## config.mk

```make
export PLATFORM = sky130hd
export DESIGN_NAME = smbus_pec_factory_access
export DESIGN_NICKNAME = d
export VERILOG_FILES = /design/src/logic/smbus_pec_pkg.sv /design/src/logic/smbus_pec_factory_access.sv
export VERILOG_INCLUDE_DIRS = /design/src /design/src/logic
export SDC_FILE = /design/constraint.sdc
export NUM_CORES = 1
export LEC_CHECK = 0
export BUFFER_PORTS_ARGS = -buffer_cell sky130_fd_sc_hd__buf_2
export CAP_MARGIN = 5
export CORE_MARGIN = 3
export CORE_UTILIZATION = 25
export CTS_CLUSTER_SIZE = 25
export DETAILED_ROUTE_END_ITERATION = 10
export PLACE_DENSITY = 0.39
export SYNTH_ARGS = -nofsm -noshare
export SYNTH_HDL_FRONTEND = slang
export SYNTH_SLANG_ARGS = --single-unit
```

## constraint.sdc

```tcl
create_clock -name sys_clk -period 3.1 [get_ports sys_clk]
set_input_delay 0.465 -clock sys_clk [delete_from_list [all_inputs] [get_ports sys_clk]]
set_output_delay 0.465 -clock sys_clk [all_outputs]
set_load 0.1 [all_outputs]
```

## src/logic/smbus_pec_consts.svh

```systemverilog
// Constants for the SMBus error-code and factory-access block
`ifndef SMBUS_PEC_CONSTS_SVH
`define SMBUS_PEC_CONSTS_SVH
`define SLAVE_ADDR 7'h0B
`define CMD_FACTORY 8'h00
`define SUB_PART 16'h0001
`define SUB_FWREV 16'h0002
`define SUB_END_DISCH 16'h0003
`define SUB_STATUS 16'h0004
`define SUB_SHIP 16'h0005
`define SUB_SEAL 16'h062B
`define STATUS_LOW_BYTE 8'h0A
`define CRC_POLY 8'h07
`define CRC_INIT 8'h00
`define CODE_WAKE 4'h0
`define CODE_NORMAL 4'h1
`define CODE_PRECHG 4'h3
`define CODE_SUSP 4'h4
`define CODE_CHARGE 4'h5
`define CODE_TERM 4'h7
`define CODE_FAULT_TERM 4'h8
`define CODE_PERM_FAIL 4'h9
`define CODE_OVERCUR 4'hA
`define CODE_BATT_FAIL 4'hC
`define CODE_SLEEP 4'hD
`define TOPO_ZV 2'h0
`define TOPO_COMMON 2'h1
`define TOPO_PRE 2'h2
`define CLK_KHZ 250000
`define BUS_OFF_TIME_MS 2000
`define BUS_OFF_CYCLES (`BUS_OFF_TIME_MS * `CLK_KHZ)
`endif

```

## src/logic/smbus_pec_pkg.sv

```systemverilog
// Types for the SMBus error-code and factory-access block
package smbus_pec_pkg;
  typedef enum logic [2:0] {
    ST_IDLE = 3'b000,
    ST_RX = 3'b001,
    ST_RXACK = 3'b011,
    ST_TX = 3'b010,
    ST_TXACK = 3'b110
  } slave_state_t;
endpackage

```

## src/logic/smbus_pec_factory_access.sv

```systemverilog
// SMBus slave with error-code check, bus-off detect, factory access and switch control
// How it works
// - Error code is CRC-8 with polynomial x^8+x^2+x+1.
// - Code covers address, command and data bytes of the message.
// - Acknowledge bits, start, stop and repeated start are not hashed.
// - Read-word code covers write address, command, read address, low, high byte.
// - Broadcast error code appended per host and charger enable bits.
// - Bus off after both lines low for 2.0 s without break.
// - Bus on as soon as both lines return high, well under 1 ms.
// - Word reads of command 0x00 return the word chosen by the last sub-code 1..4 written since reset or seal, else the factory word.
// - Sub-codes 1..4 return part type, firmware, end-discharge level, pack status.
// - Sub-code 0x062B seals the device and clears the factory word.
// - Pack status: switches 15:14, cause 13:12, code 11:8, low byte 0x0A.
// - Switch field encodes charge and discharge switch states.
// - Failure cause shown only when the code means permanent failure.
// - Pack condition codes follow the fixed state table.
// - Charge switch forced on while discharge current exceeds detection level.
// - Wake-up and precharge turn charge switch on only for common topology.
// - Wake-up turns zero-volt switch on for topology 00 or 02.
// - Battery-fail and overcurrent states keep the charge switch on for non-removable packs.
// - Sleep turns both switches off, discharge stays on if non-removable.
// - Slave answers at address 0001011, direction in address bit 0.
// - Wrong host error code is refused with not-acknowledge and flagged.
`timescale 1ns/1ns
`include "smbus_pec_consts.svh"
module smbus_pec_factory_access #(
  parameter logic [31:0] BUS_OFF_CYCLES = `BUS_OFF_CYCLES,
  parameter logic [15:0] PART_TYPE = 16'h5A5A,
  parameter logic [15:0] FW_REV = 16'h0100
) (
  input wire logic sys_clk,
  input wire logic rst_n,
  input wire logic ce,
  input wire logic scl_in,
  input wire logic sda_in,
  output logic sda_out,
  output logic sda_oe,
  input wire logic [3:0] pack_condition_code,
  input wire logic [1:0] failure_cause,
  input wire logic dsg_over_detect,
  input wire logic [1:0] switch_topology_setting,
  input wire logic nonremovable_option,
  input wire logic [15:0] end_discharge_level,
  input wire logic host_broadcast_crc_enable,
  input wire logic charger_broadcast_crc_enable,
  input wire logic broadcast_to_charger,
  output logic broadcast_pec_append,
  output logic charge_switch,
  output logic discharge_switch,
  output logic zero_volt_charge_switch,
  output logic precharge_path_switch,
  output logic ship_request,
  output logic sealed,
  output logic pec_error,
  output logic bus_off
);

  // ************************************
  // Helpers
  // ************************************
  function automatic logic [7:0] crc8(input logic [7:0] c, input logic [7:0] d);
    logic [7:0] r;
    r = c ^ d;
    for (int i = 0; i < 8; i++) begin
      r = r[7] ? ({r[6:0], 1'b0} ^ `CRC_POLY) : {r[6:0], 1'b0};
    end
    return r;
  endfunction

  function automatic logic subcode_known(input logic [15:0] w);
    return (w == `SUB_PART) || (w == `SUB_FWREV) || (w == `SUB_END_DISCH) || (w == `SUB_STATUS);
  endfunction

  // ************************************
  // Pin sampling and bus off
  // ************************************
  logic scl_m, scl_s, scl_d, sda_m, sda_s, sda_d;
  logic [31:0] off_cnt, next_off_cnt;
  logic next_bus_off;
  logic scl_rise, scl_fall, start_c, stop_c;

  assign scl_rise = scl_s & ~scl_d;
  assign scl_fall = ~scl_s & scl_d;
  assign start_c = scl_s & scl_d & sda_d & ~sda_s;
  assign stop_c = scl_s & scl_d & ~sda_d & sda_s;
  assign sda_out = 1'b0;

  always_comb begin
    next_off_cnt = off_cnt;
    next_bus_off = bus_off;
    if (scl_s | sda_s) begin
      next_off_cnt = 32'h0;
      if (scl_s & sda_s) begin
        next_bus_off = 1'b0;
      end
    end else if (off_cnt >= BUS_OFF_CYCLES - 32'h1) begin
      next_bus_off = 1'b1;
    end else begin
      next_off_cnt = off_cnt + 32'h1;
    end
  end

  always_ff @(posedge sys_clk) begin
    if (!rst_n) begin
      scl_m <= 1'b1;
      scl_s <= 1'b1;
      scl_d <= 1'b1;
      sda_m <= 1'b1;
      sda_s <= 1'b1;
      sda_d <= 1'b1;
      off_cnt <= 32'h0;
      bus_off <= 1'b0;
    end else if (ce) begin
      scl_m <= scl_in;
      scl_s <= scl_m;
      scl_d <= scl_s;
      sda_m <= sda_in;
      sda_s <= sda_m;
      sda_d <= sda_s;
      off_cnt <= next_off_cnt;
      bus_off <= next_bus_off;
    end
  end

  // ************************************
  // Switch control and pack status
  // ************************************
  logic next_chg, next_dsg, next_zv, next_od, next_bpa;
  logic [15:0] pack_status;

  always_comb begin
    next_chg = 1'b0;
    next_dsg = 1'b0;
    next_zv = 1'b0;
    next_od = 1'b0;
    case (pack_condition_code)
      `CODE_WAKE: begin
        next_chg = switch_topology_setting == `TOPO_COMMON;
        next_dsg = 1'b1;
        next_zv = (switch_topology_setting == `TOPO_ZV) || (switch_topology_setting == `TOPO_PRE);
      end
      `CODE_PRECHG: begin
        next_chg = switch_topology_setting == `TOPO_COMMON;
        next_dsg = 1'b1;
        next_zv = switch_topology_setting == `TOPO_ZV;
        next_od = switch_topology_setting == `TOPO_PRE;
      end
      `CODE_SUSP, `CODE_TERM, `CODE_FAULT_TERM: next_dsg = 1'b1;
      `CODE_CHARGE, `CODE_NORMAL: begin
        next_chg = 1'b1;
        next_dsg = 1'b1;
      end
      `CODE_BATT_FAIL, `CODE_OVERCUR: next_chg = nonremovable_option;
      `CODE_SLEEP: next_dsg = nonremovable_option;
      default: next_chg = 1'b0;
    endcase
    if (dsg_over_detect) begin
      next_chg = 1'b1;
    end
    next_bpa = broadcast_to_charger ? charger_broadcast_crc_enable : host_broadcast_crc_enable;
  end

  always_ff @(posedge sys_clk) begin
    if (!rst_n) begin
      charge_switch <= 1'b0;
      discharge_switch <= 1'b0;
      zero_volt_charge_switch <= 1'b0;
      precharge_path_switch <= 1'b0;
      broadcast_pec_append <= 1'b0;
    end else if (ce) begin
      charge_switch <= next_chg;
      discharge_switch <= next_dsg;
      zero_volt_charge_switch <= next_zv;
      precharge_path_switch <= next_od;
      broadcast_pec_append <= next_bpa;
    end
  end

  assign pack_status = {~discharge_switch, charge_switch ^ discharge_switch,
    (pack_condition_code == `CODE_PERM_FAIL) ? failure_cause : 2'b00,
    pack_condition_code, `STATUS_LOW_BYTE};

  // ************************************
  // SMBus slave
  // ************************************
  smbus_pec_pkg::slave_state_t state, next_state;
  logic [3:0] bitcnt, next_bitcnt;
  logic [7:0] shreg, next_shreg, crc, next_crc, cmd, next_cmd, ld;
  logic [2:0] wcount, next_wcount;
  logic [1:0] tidx, next_tidx;
  logic [15:0] wdata, next_wdata, factory_word, next_factory_word, sel, next_sel, rd_word;
  logic addr_phase, next_addr_phase, rw_read, next_rw_read, next_oe;
  logic next_pec_error, next_ship, next_sealed, byte_done, commit;

  always_comb begin
    case (sel)
      `SUB_PART: rd_word = PART_TYPE;
      `SUB_FWREV: rd_word = FW_REV;
      `SUB_END_DISCH: rd_word = end_discharge_level;
      `SUB_STATUS: rd_word = pack_status;
      default: rd_word = factory_word;
    endcase
    if (cmd != `CMD_FACTORY) begin
      rd_word = 16'h0000;
    end
  end

  assign byte_done = (state == smbus_pec_pkg::ST_RX) && scl_fall && (bitcnt == 4'h8) && !bus_off;
  assign commit = stop_c && !bus_off && !rw_read && (cmd == `CMD_FACTORY) &&
    ((wcount == 3'h3) || (wcount == 3'h4));

  always_comb begin
    next_state = state;
    next_bitcnt = bitcnt;
    next_shreg = shreg;
    next_crc = crc;
    next_cmd = cmd;
    next_wcount = wcount;
    next_tidx = tidx;
    next_wdata = wdata;
    next_factory_word = factory_word;
    next_sel = sel;
    next_addr_phase = addr_phase;
    next_rw_read = rw_read;
    next_oe = sda_oe;
    next_pec_error = pec_error;
    next_ship = 1'b0;
    next_sealed = sealed;
    ld = 8'hFF;
    if (bus_off) begin
      next_state = smbus_pec_pkg::ST_IDLE;
      next_oe = 1'b0;
    end else if (start_c) begin
      next_state = smbus_pec_pkg::ST_RX;
      next_bitcnt = 4'h0;
      next_addr_phase = 1'b1;
      next_oe = 1'b0;
      if (state == smbus_pec_pkg::ST_IDLE) begin
        next_crc = `CRC_INIT;
        next_wcount = 3'h0;
        next_rw_read = 1'b0;
      end
    end else if (stop_c) begin
      next_state = smbus_pec_pkg::ST_IDLE;
      next_oe = 1'b0;
      if (commit) begin
        next_factory_word = wdata;
        if (subcode_known(wdata)) begin
          next_sel = wdata;
        end
        if (wdata == `SUB_SHIP && !sealed) begin
          next_ship = 1'b1;
        end
        if (wdata == `SUB_SEAL) begin
          next_sealed = 1'b1;
          next_factory_word = 16'h0000;
          next_sel = 16'h0000;
        end
      end
    end else begin
      case (state)
        smbus_pec_pkg::ST_RX: begin
          if (scl_rise && bitcnt < 4'h8) begin
            next_shreg = {shreg[6:0], sda_s};
            next_bitcnt = bitcnt + 4'h1;
          end else if (byte_done) begin
            next_state = smbus_pec_pkg::ST_RXACK;
            next_oe = 1'b1;
            if (addr_phase) begin
              if (shreg[7:1] == `SLAVE_ADDR) begin
                next_crc = crc8(crc, shreg);
                next_rw_read = shreg[0];
                next_addr_phase = 1'b0;
              end else begin
                next_state = smbus_pec_pkg::ST_IDLE;
                next_oe = 1'b0;
              end
            end else if (wcount == 3'h3) begin
              if (shreg == crc) begin
                next_wcount = 3'h4;
              end else begin
                next_pec_error = 1'b1;
                next_wcount = 3'h0;
                next_state = smbus_pec_pkg::ST_IDLE;
                next_oe = 1'b0;
              end
            end else begin
              next_crc = crc8(crc, shreg);
              if (wcount != 3'h5) begin
                next_wcount = wcount + 3'h1;
              end
              if (wcount == 3'h0) begin
                next_cmd = shreg;
              end
              if (wcount == 3'h1) begin
                next_wdata = {wdata[15:8], shreg};
              end
              if (wcount == 3'h2) begin
                next_wdata = {shreg, wdata[7:0]};
              end
            end
          end
        end
        smbus_pec_pkg::ST_RXACK: begin
          if (scl_fall) begin
            next_bitcnt = 4'h0;
            next_oe = 1'b0;
            next_state = smbus_pec_pkg::ST_RX;
            if (rw_read) begin
              next_wdata = rd_word;
              next_shreg = rd_word[7:0];
              next_crc = crc8(crc, rd_word[7:0]);
              next_tidx = 2'h0;
              next_oe = ~rd_word[7];
              next_state = smbus_pec_pkg::ST_TX;
            end
          end
        end
        smbus_pec_pkg::ST_TX: begin
          if (scl_rise && bitcnt < 4'h8) begin
            next_bitcnt = bitcnt + 4'h1;
          end else if (scl_fall && bitcnt == 4'h8) begin
            next_oe = 1'b0;
            next_state = smbus_pec_pkg::ST_TXACK;
          end else if (scl_fall) begin
            next_oe = ~shreg[6];
            next_shreg = {shreg[6:0], 1'b0};
          end
        end
        smbus_pec_pkg::ST_TXACK: begin
          if (scl_rise && sda_s) begin
            next_state = smbus_pec_pkg::ST_IDLE;
          end else if (scl_fall) begin
            case (tidx)
              2'h0: ld = wdata[15:8];
              2'h1: ld = crc;
              default: ld = 8'hFF;
            endcase
            if (tidx == 2'h0) begin
              next_crc = crc8(crc, ld);
            end
            if (tidx != 2'h3) begin
              next_tidx = tidx + 2'h1;
            end
            next_shreg = ld;
            next_bitcnt = 4'h0;
            next_oe = ~ld[7];
            next_state = smbus_pec_pkg::ST_TX;
          end
        end
        default: next_state = smbus_pec_pkg::ST_IDLE;
      endcase
    end
  end

  always_ff @(posedge sys_clk) begin
    if (!rst_n) begin
      state <= smbus_pec_pkg::ST_IDLE;
      bitcnt <= 4'h0;
      shreg <= 8'h00;
      crc <= `CRC_INIT;
      cmd <= 8'hFF;
      wcount <= 3'h0;
      tidx <= 2'h0;
      wdata <= 16'h0000;
      factory_word <= 16'h0000;
      sel <= 16'h0000;
      addr_phase <= 1'b0;
      rw_read <= 1'b0;
      sda_oe <= 1'b0;
      pec_error <= 1'b0;
      ship_request <= 1'b0;
      sealed <= 1'b0;
    end else if (ce) begin
      state <= next_state;
      bitcnt <= next_bitcnt;
      shreg <= next_shreg;
      crc <= next_crc;
      cmd <= next_cmd;
      wcount <= next_wcount;
      tidx <= next_tidx;
      wdata <= next_wdata;
      factory_word <= next_factory_word;
      sel <= next_sel;
      addr_phase <= next_addr_phase;
      rw_read <= next_rw_read;
      sda_oe <= next_oe;
      pec_error <= next_pec_error;
      ship_request <= next_ship;
      sealed <= next_sealed;
    end
  end
endmodule

```

==> After elaboration in Yosys (flattened, before gate mapping) <==
Cells that the tools add are included.
{ "classes": {"addsub": 4, "n_lt_le_gt_ge": 2, "n_eq_ne": 77, "muxes": 155, "bitwise_logic": 52, "reduce_logical": 62} }
{ "ops": {"columns": ["op", "n"], "rows": [
  ["$mux 8", 28],
  ["$mux 16", 11],
  ["$mux 3", 45],
  ["$not 3->3", 24],
  ["$eq 16x2->1 const B", 4],
  ["$mux 32", 2],
  ["$pmux 16 s4", 1],
  ["$eq 16x3->1 const B", 3],
  ["$mux 1", 42],
  ["$ne 2x2->1 const B", 18],
  ["$ne 5x5->1 const B", 7],
  ["$add 32x1->32 const B", 1],
  ["$eq 16x1->1 const B", 2],
  ["$ge 32x29->1 const B", 1],
  ["$pmux 16 s2", 1],
  ["$pmux 8 s4", 1],
  ["$reduce_and 10->1", 3],
  ["$reduce_and 9->1", 3],
  ["$reduce_and 13->1", 2],
  ["$eq 4x4->1 const B", 6],
  ["$ne 3x3->1 const B", 8],
  ["$pmux 8 s3", 1],
  ["$reduce_and 6->1", 4],
  ["$xor 8x8->8", 3],
  ["53 further kinds", 131]
]} }
{ "word_totals": {"register_bits": 134, "inputBits": 34, "output_inout_bits": 11, "wordCells": 382} }

==> Longest topological paths before layout <==
{ "logic_depth": {"depth_word": 31, "ltp_mapped": 11, "ltp_nobuf": 10} }

==> Worst setup path after synthesis <==
Ideal clock, no wire load.
{ "synth_path": {"path_kind": "reg2reg", "startpoint": "reg bus_off", "endpoint": "reg crc[3]", "setup_ps": 117, "t_arrival_ps": 2530, "required_ps": 2983, "slack_ps": 452, "stages_incl_launch_ff": 7, "path_buffers": 0, "synth_period_minus_slack_ps": 2648, "cell_sequence": "dfxtp_1 nor3_1 a31oi_1 a2111oi_4 o21ai_2 a221o_1 a32o_1"} }
{ "synth_via": {"elab_chain_len": 4, "word_cells_on_any_way": 5, "classes_between": "eq/ne: 1; bitwise: 1; reduce/logical: 3"} }
{ "synth_lines": {"columns": ["item", "line_no", "text"], "rows": [
  ["from (decl)", "smbus_pec_factory_access.sv:55", "output logic bus_off"],
  ["from (signal assigned)", "smbus_pec_factory_access.sv:121", "bus_off <= next_bus_off;"],
  ["$logic_not 1->1", "smbus_pec_factory_access.sv:208", "assign byte_done = (state == smbus_pec_pkg::ST_RX) && scl_fall && (bitcnt == 4'h8) && !bus_off;"],
  ["$logic_and 1x1->1", "smbus_pec_factory_access.sv:208", null],
  ["$ne 3x3->1 (no source line)", null, null],
  ["$reduce_and 14->1 (no source line) *", null, null],
  ["to (signal assigned)", "smbus_pec_factory_access.sv:361", "crc <= `CRC_INIT;"],
  ["to (signal assigned)", "smbus_pec_factory_access.sv:378", "crc <= next_crc;"],
  ["to (decl)", "smbus_pec_factory_access.sv:188", "logic [7:0] shreg, next_shreg, crc, next_crc, cmd, next_cmd, ld;"]
]} }
Every way passes the cells marked *; elsewhere a longest branch is shown, timed or not.
A chain may end at the register's enable or synchronous reset.

==> Worst setup path in the final report <==
{ "layout_path": {"startpoint": "reg sel[12]", "endpoint": "reg crc[6]"} }
{ "layout_via": {"elab_chain_len": 14, "word_cells_on_any_way": 17, "classes_between": "eq/ne: 4; mux: 10; bitwise: 3"} }
{ "layout_lines": {"columns": ["item", "line_no", "text"], "rows": [
  ["from (decl)", "smbus_pec_factory_access.sv:191", "logic [15:0] wdata, next_wdata, factory_word, next_factory_word, sel, next_sel, rd_word;"],
  ["from (signal assigned)", "smbus_pec_factory_access.sv:384", "sel <= next_sel;"],
  ["$eq 16x3->1, or another cell as far along", "smbus_pec_factory_access.sv:196", "case (sel)"],
  ["$pmux 16 s4 *", "smbus_pec_factory_access.sv:196", null],
  ["$mux 16 *", "smbus_pec_factory_access.sv:203", "if (cmd != `CMD_FACTORY) begin"],
  ["$xor 8x8->8 *", "smbus_pec_factory_access.sv:63", "r = c ^ d;"],
  ["$mux 3", "smbus_pec_factory_access.sv:65", "r = r[7] ? ({r[6:0], 1'b0} ^ `CRC_POLY) : {r[6:0], 1'b0};"],
  ["$not 3->3 (no source line)", null, null],
  ["$mux 3", "smbus_pec_factory_access.sv:65", null],
  ["$not 3->3 (no source line)", null, null],
  ["$mux 3 *", "smbus_pec_factory_access.sv:65", null],
  ["$mux 8 *", "smbus_pec_factory_access.sv:309", "if (rw_read) begin"],
  ["$mux 8 *", "smbus_pec_factory_access.sv:305", "if (scl_fall) begin"],
  ["$pmux 8 s3 *", "smbus_pec_factory_access.sv:261", "case (state)"],
  ["$mux 8 *", "smbus_pec_factory_access.sv:243", "end else if (stop_c) begin"],
  ["$mux 8 *", "smbus_pec_factory_access.sv:233", "end else if (start_c) begin"]
]} }
Every way passes the cells marked *; elsewhere a longest branch is shown, timed or not. The select of a mux whose other input is x is not followed.

==> impl_metrics.env <==
export IMPL_layout_common_cells="dfxtp_1 (134), nor2_1 (120), nand2_1 (111), a21oi_1 (87), o21ai_0 (65)"
export IMPL_area_growth_pct=19.59
export IMPL_grt_max_degree=42
export IMPL_max_freq_mhz=344.5
export IMPL_hold_viol_final=0
export IMPL_yosys_warnings=0
export IMPL_synthArstFlopShare_pct=0
export IMPL_layout_min_cycle_time_ps=2902
export IMPL_hold_path_class="input pin to flop"
export IMPL_rows=65
export IMPL_required_ps=3440
export IMPL_dieArea_um2=34690
export IMPL_register_area_um2=2683
export IMPL_min_period_over_period_pct=93.63
export IMPL_io_buffers=43
export IMPL_r2r_cells=7
export IMPL_grt_overflow=0
export IMPL_synth_nets=1104
export IMPL_crit_path_start_kind="flop"
export IMPL_synthCells=1057
export IMPL_yosys_most_used_dff="dfxtp_1"
export IMPL_cts_sinks=134
export IMPL_htreeDepth=4
export IMPL_layout_commonest_cell="dfxtp_1"
export IMPL_insertion_delay_ps=420
export IMPL_ant_nets=0
export IMPL_criticalPathCategory="flop to flop"
export IMPL_dr_total_vias=7713
export IMPL_start_util_pct=25.54
export IMPL_clkTransAtPathRegs_ps=70
export IMPL_arrival_ps=3240
export IMPL_vdd_drop_max_uv=246.0
export IMPL_synth_area_um2=8123
export IMPL_timing_rr_start="sel[12]$_SDFFE_PN0P_"
export IMPL_final_nets=1157
export IMPL_hold_path_endpoint="sda_m$_SDFFE_PN1P_"
export IMPL_diodes=0
export IMPL_crit_path_max_fanout=9
export IMPL_synth_edff_count=0
export IMPL_cp_top_family="simple AND/OR/NAND/NOR gates"
export IMPL_ys_ff_latch=134
export IMPL_reg2reg_slack_ps=200
export IMPL_cts_buffers=17
export IMPL_slew_headroom_pct=26.97
export IMPL_place_gp_congestion=0.8240
export IMPL_antenna_found_initial=0
export IMPL_worstHoldPathCells=3
export IMPL_num_fill_cells=3478
export IMPL_finalPower_w=0.004203
export IMPL_rsz0062_at_grt="no"
export IMPL_drtIter0Drc=459
export IMPL_grt_usage_pct=16.70
export IMPL_p_per_area_nw_per_um2=432.6
export IMPL_skew_ps=13.75
export IMPL_cts_buffer_depth=2
export IMPL_setup_tns_ps=0
export IMPL_multi_input_area_um2=5082
export IMPL_final_setup_viol_count=0
export IMPL_viasPerCell=4.951
export IMPL_core_um2=31800
export IMPL_wire_per_inst_um=18.21
export IMPL_slowest_delay_ps=840
export IMPL_die_h_um=186.3
export IMPL_syn_area_per_cell_um2=7.685
export IMPL_tightest_slew_ps=1087
export IMPL_critPathBufInv=0
export IMPL_root_buffer="clkbuf_16"
export IMPL_status="complete, no violations"
export IMPL_cts_tree="built"
export IMPL_cap_violations=0
export IMPL_path_cells="nor4_4, nand4_4, o21ba_1, nor3_1, xor2_1, a2111o_1, o211ai_1"
export IMPL_leakagePower_nw=3.380
export IMPL_synth_cell_type_count=74
export IMPL_grt_pass1_wl_um=44890
export IMPL_drive_gt1_share_pct=13.80
export IMPL_final_core_util_pct=30.55
export IMPL_first_pass_iters=4
export IMPL_grt_pass1_vias=7530
export IMPL_fin_ws_ps=197.5
export IMPL_ys_seq_area_share_pct=33.03
export IMPL_dp_hpwl_um=21150
export IMPL_pre_cts_ws_ps=139.6
export IMPL_finalMaxSlewViolations=0
export IMPL_cpMaxStageDelayCell="nor3_1"
export IMPL_drc=0
export IMPL_end_kind="flop"
export IMPL_die_w_um=186.3
export IMPL_r2r_end="crc[6]$_SDFFE_PN0P_"
export IMPL_io_pins=45
export IMPL_wl_um=28370
export IMPL_holdCritStartpoint="sda_in"
how the worst max path moves through the flow:
stage | to | startpoint | slack (ps) | cells after the start
floorplan | crc[3]$_SDFFE_PN0P_ | bus_off$_SDFFE_PN0P_ | 450 | 6
global placement | crc[3]$_SDFFE_PN0P_ | sel[12]$_SDFFE_PN0P_ | 150 | 8
detailed placement | crc[3]$_SDFFE_PN0P_ | sel[12]$_SDFFE_PN0P_ | 140 | 8
CTS | crc[3]$_SDFFE_PN0P_ | sel[12]$_SDFFE_PN0P_ | 110 | 8
global route | crc[6]$_SDFFE_PN0P_ | sel[12]$_SDFFE_PN0P_ | 20 | 7
finish | crc[6]$_SDFFE_PN0P_ | sel[12]$_SDFFE_PN0P_ | 200 | 7
timing repair:
item                                    in CTS  in global routing
resized for setup                            0                  1
endpoints found under the setup margin       0                  1
setup buffers                                0                  0
hold buffers                                 0                  0
metal layers:
layer  track usage [%]  up-vias  wire (um)
li1                  -     3862          -
met1             23.63     3684      14100
met2             26.72      138      12960
met3             2.509       29        888
met4             4.260        0        425
met5                 0        -          0
layout make-up:
type | instances | area share (%)
tap | 435 | 5.603
sequential | 134 | 27.61
timing repair buffer | 104 | 6.929
multi-input combinational | 828 | 52.32
clock inverter | 13 | 2.009
inverter | 25 | 0.9660
clock buffer | 19 | 4.560
Yosys cell counts, types with 4 or more instances:
master,number,area share (%)
xor2_1,30,3.2
ha_1,13,2.0
mux2i_1,20,2.5
nor3_1,27,1.7
a211oi_1,15,1.4
nand2b_1,20,1.5
nand3b_1,9,0.83
nand3_1,24,1.5
o21ai_1,5,0.31
and3_1,11,0.85
inv_1,24,1.1
a31oi_1,17,1.3
nor3b_1,5,0.46
nor2_1,120,5.5
buf_2,4,0.25
xnor2_1,50,5.4
clkbuf_1,59,2.7
nor2b_1,14,1.1
a32oi_1,4,0.43
a22oi_1,18,1.7
dfxtp_1,134,33
o21ai_0,65,4.0
nand4_1,17,1.3
and4_1,4,0.43
nand2_1,111,5.1
o21a_1,7,0.65
a21oi_1,87,5.4
a22o_1,10,1.1
nor4_1,10,0.77
buf_1,6,0.28
and2_1,24,1.8
o22ai_1,13,1.0
o211ai_1,4,0.37
or2_2,4,0.31
or3_1,10,0.77
state kept, by name, summed over array words and instances (netlist names), 2 cells and up:
register	cells
shreg	8
factory_word	16
crc	8
wcount	3
tidx	2
bitcnt	4
sel	16
state	3
off_cnt	32
wdata	16
cmd	8
tightest hold or removal path, cell delays in order:
cell,delay (ps)
buf_2,80
mux2i_1,60
nand2_1,50
report_power, final:
group / total (W) / switching [W] / internal, W
Sequential: 0.00175 / 0.0000141 / 0.00173
Combinational: 0.000215 / 0.000146 / 0.0000688
Clock: 0.00224 / 0.000861 / 0.00138
Total: 0.00420 / 0.00102 / 0.00318
cells by family (layout without fill, tap and decap cells):
| group | after synthesis | count (layout) | synth area share (%) |
|---|---|---|---|
| and+or+nand+nor | 429 | 429 | 26.51 |
| AOI/OAI and AO/OA | 279 | 279 | 21.61 |
| DFF | 134 | 134 | 33.03 |
| buffers and inverters | 95 | 161 | 4.498 |
| xor gates and xnor gates | 83 | 83 | 9.458 |
| muxes | 21 | 21 | 2.603 |
| adders and majority gates | 15 | 15 | 2.249 |
| other | 1 | 1 | 0.04617 |
per-stage QoR:
step	area (um^2)	instances	hold slack [ps]
2_1_floorplan	8123	1057	426.6
3_3_place_gp	9075	1526	441.4
3_5_place_dp	9075	1526	445.8
4_1_cts	9713	1558	246.7
5_1_grt	9714	1558	273.5
6_report	9714	1558	265.1
Note: power is estimated with default switching activity, not from simulation.
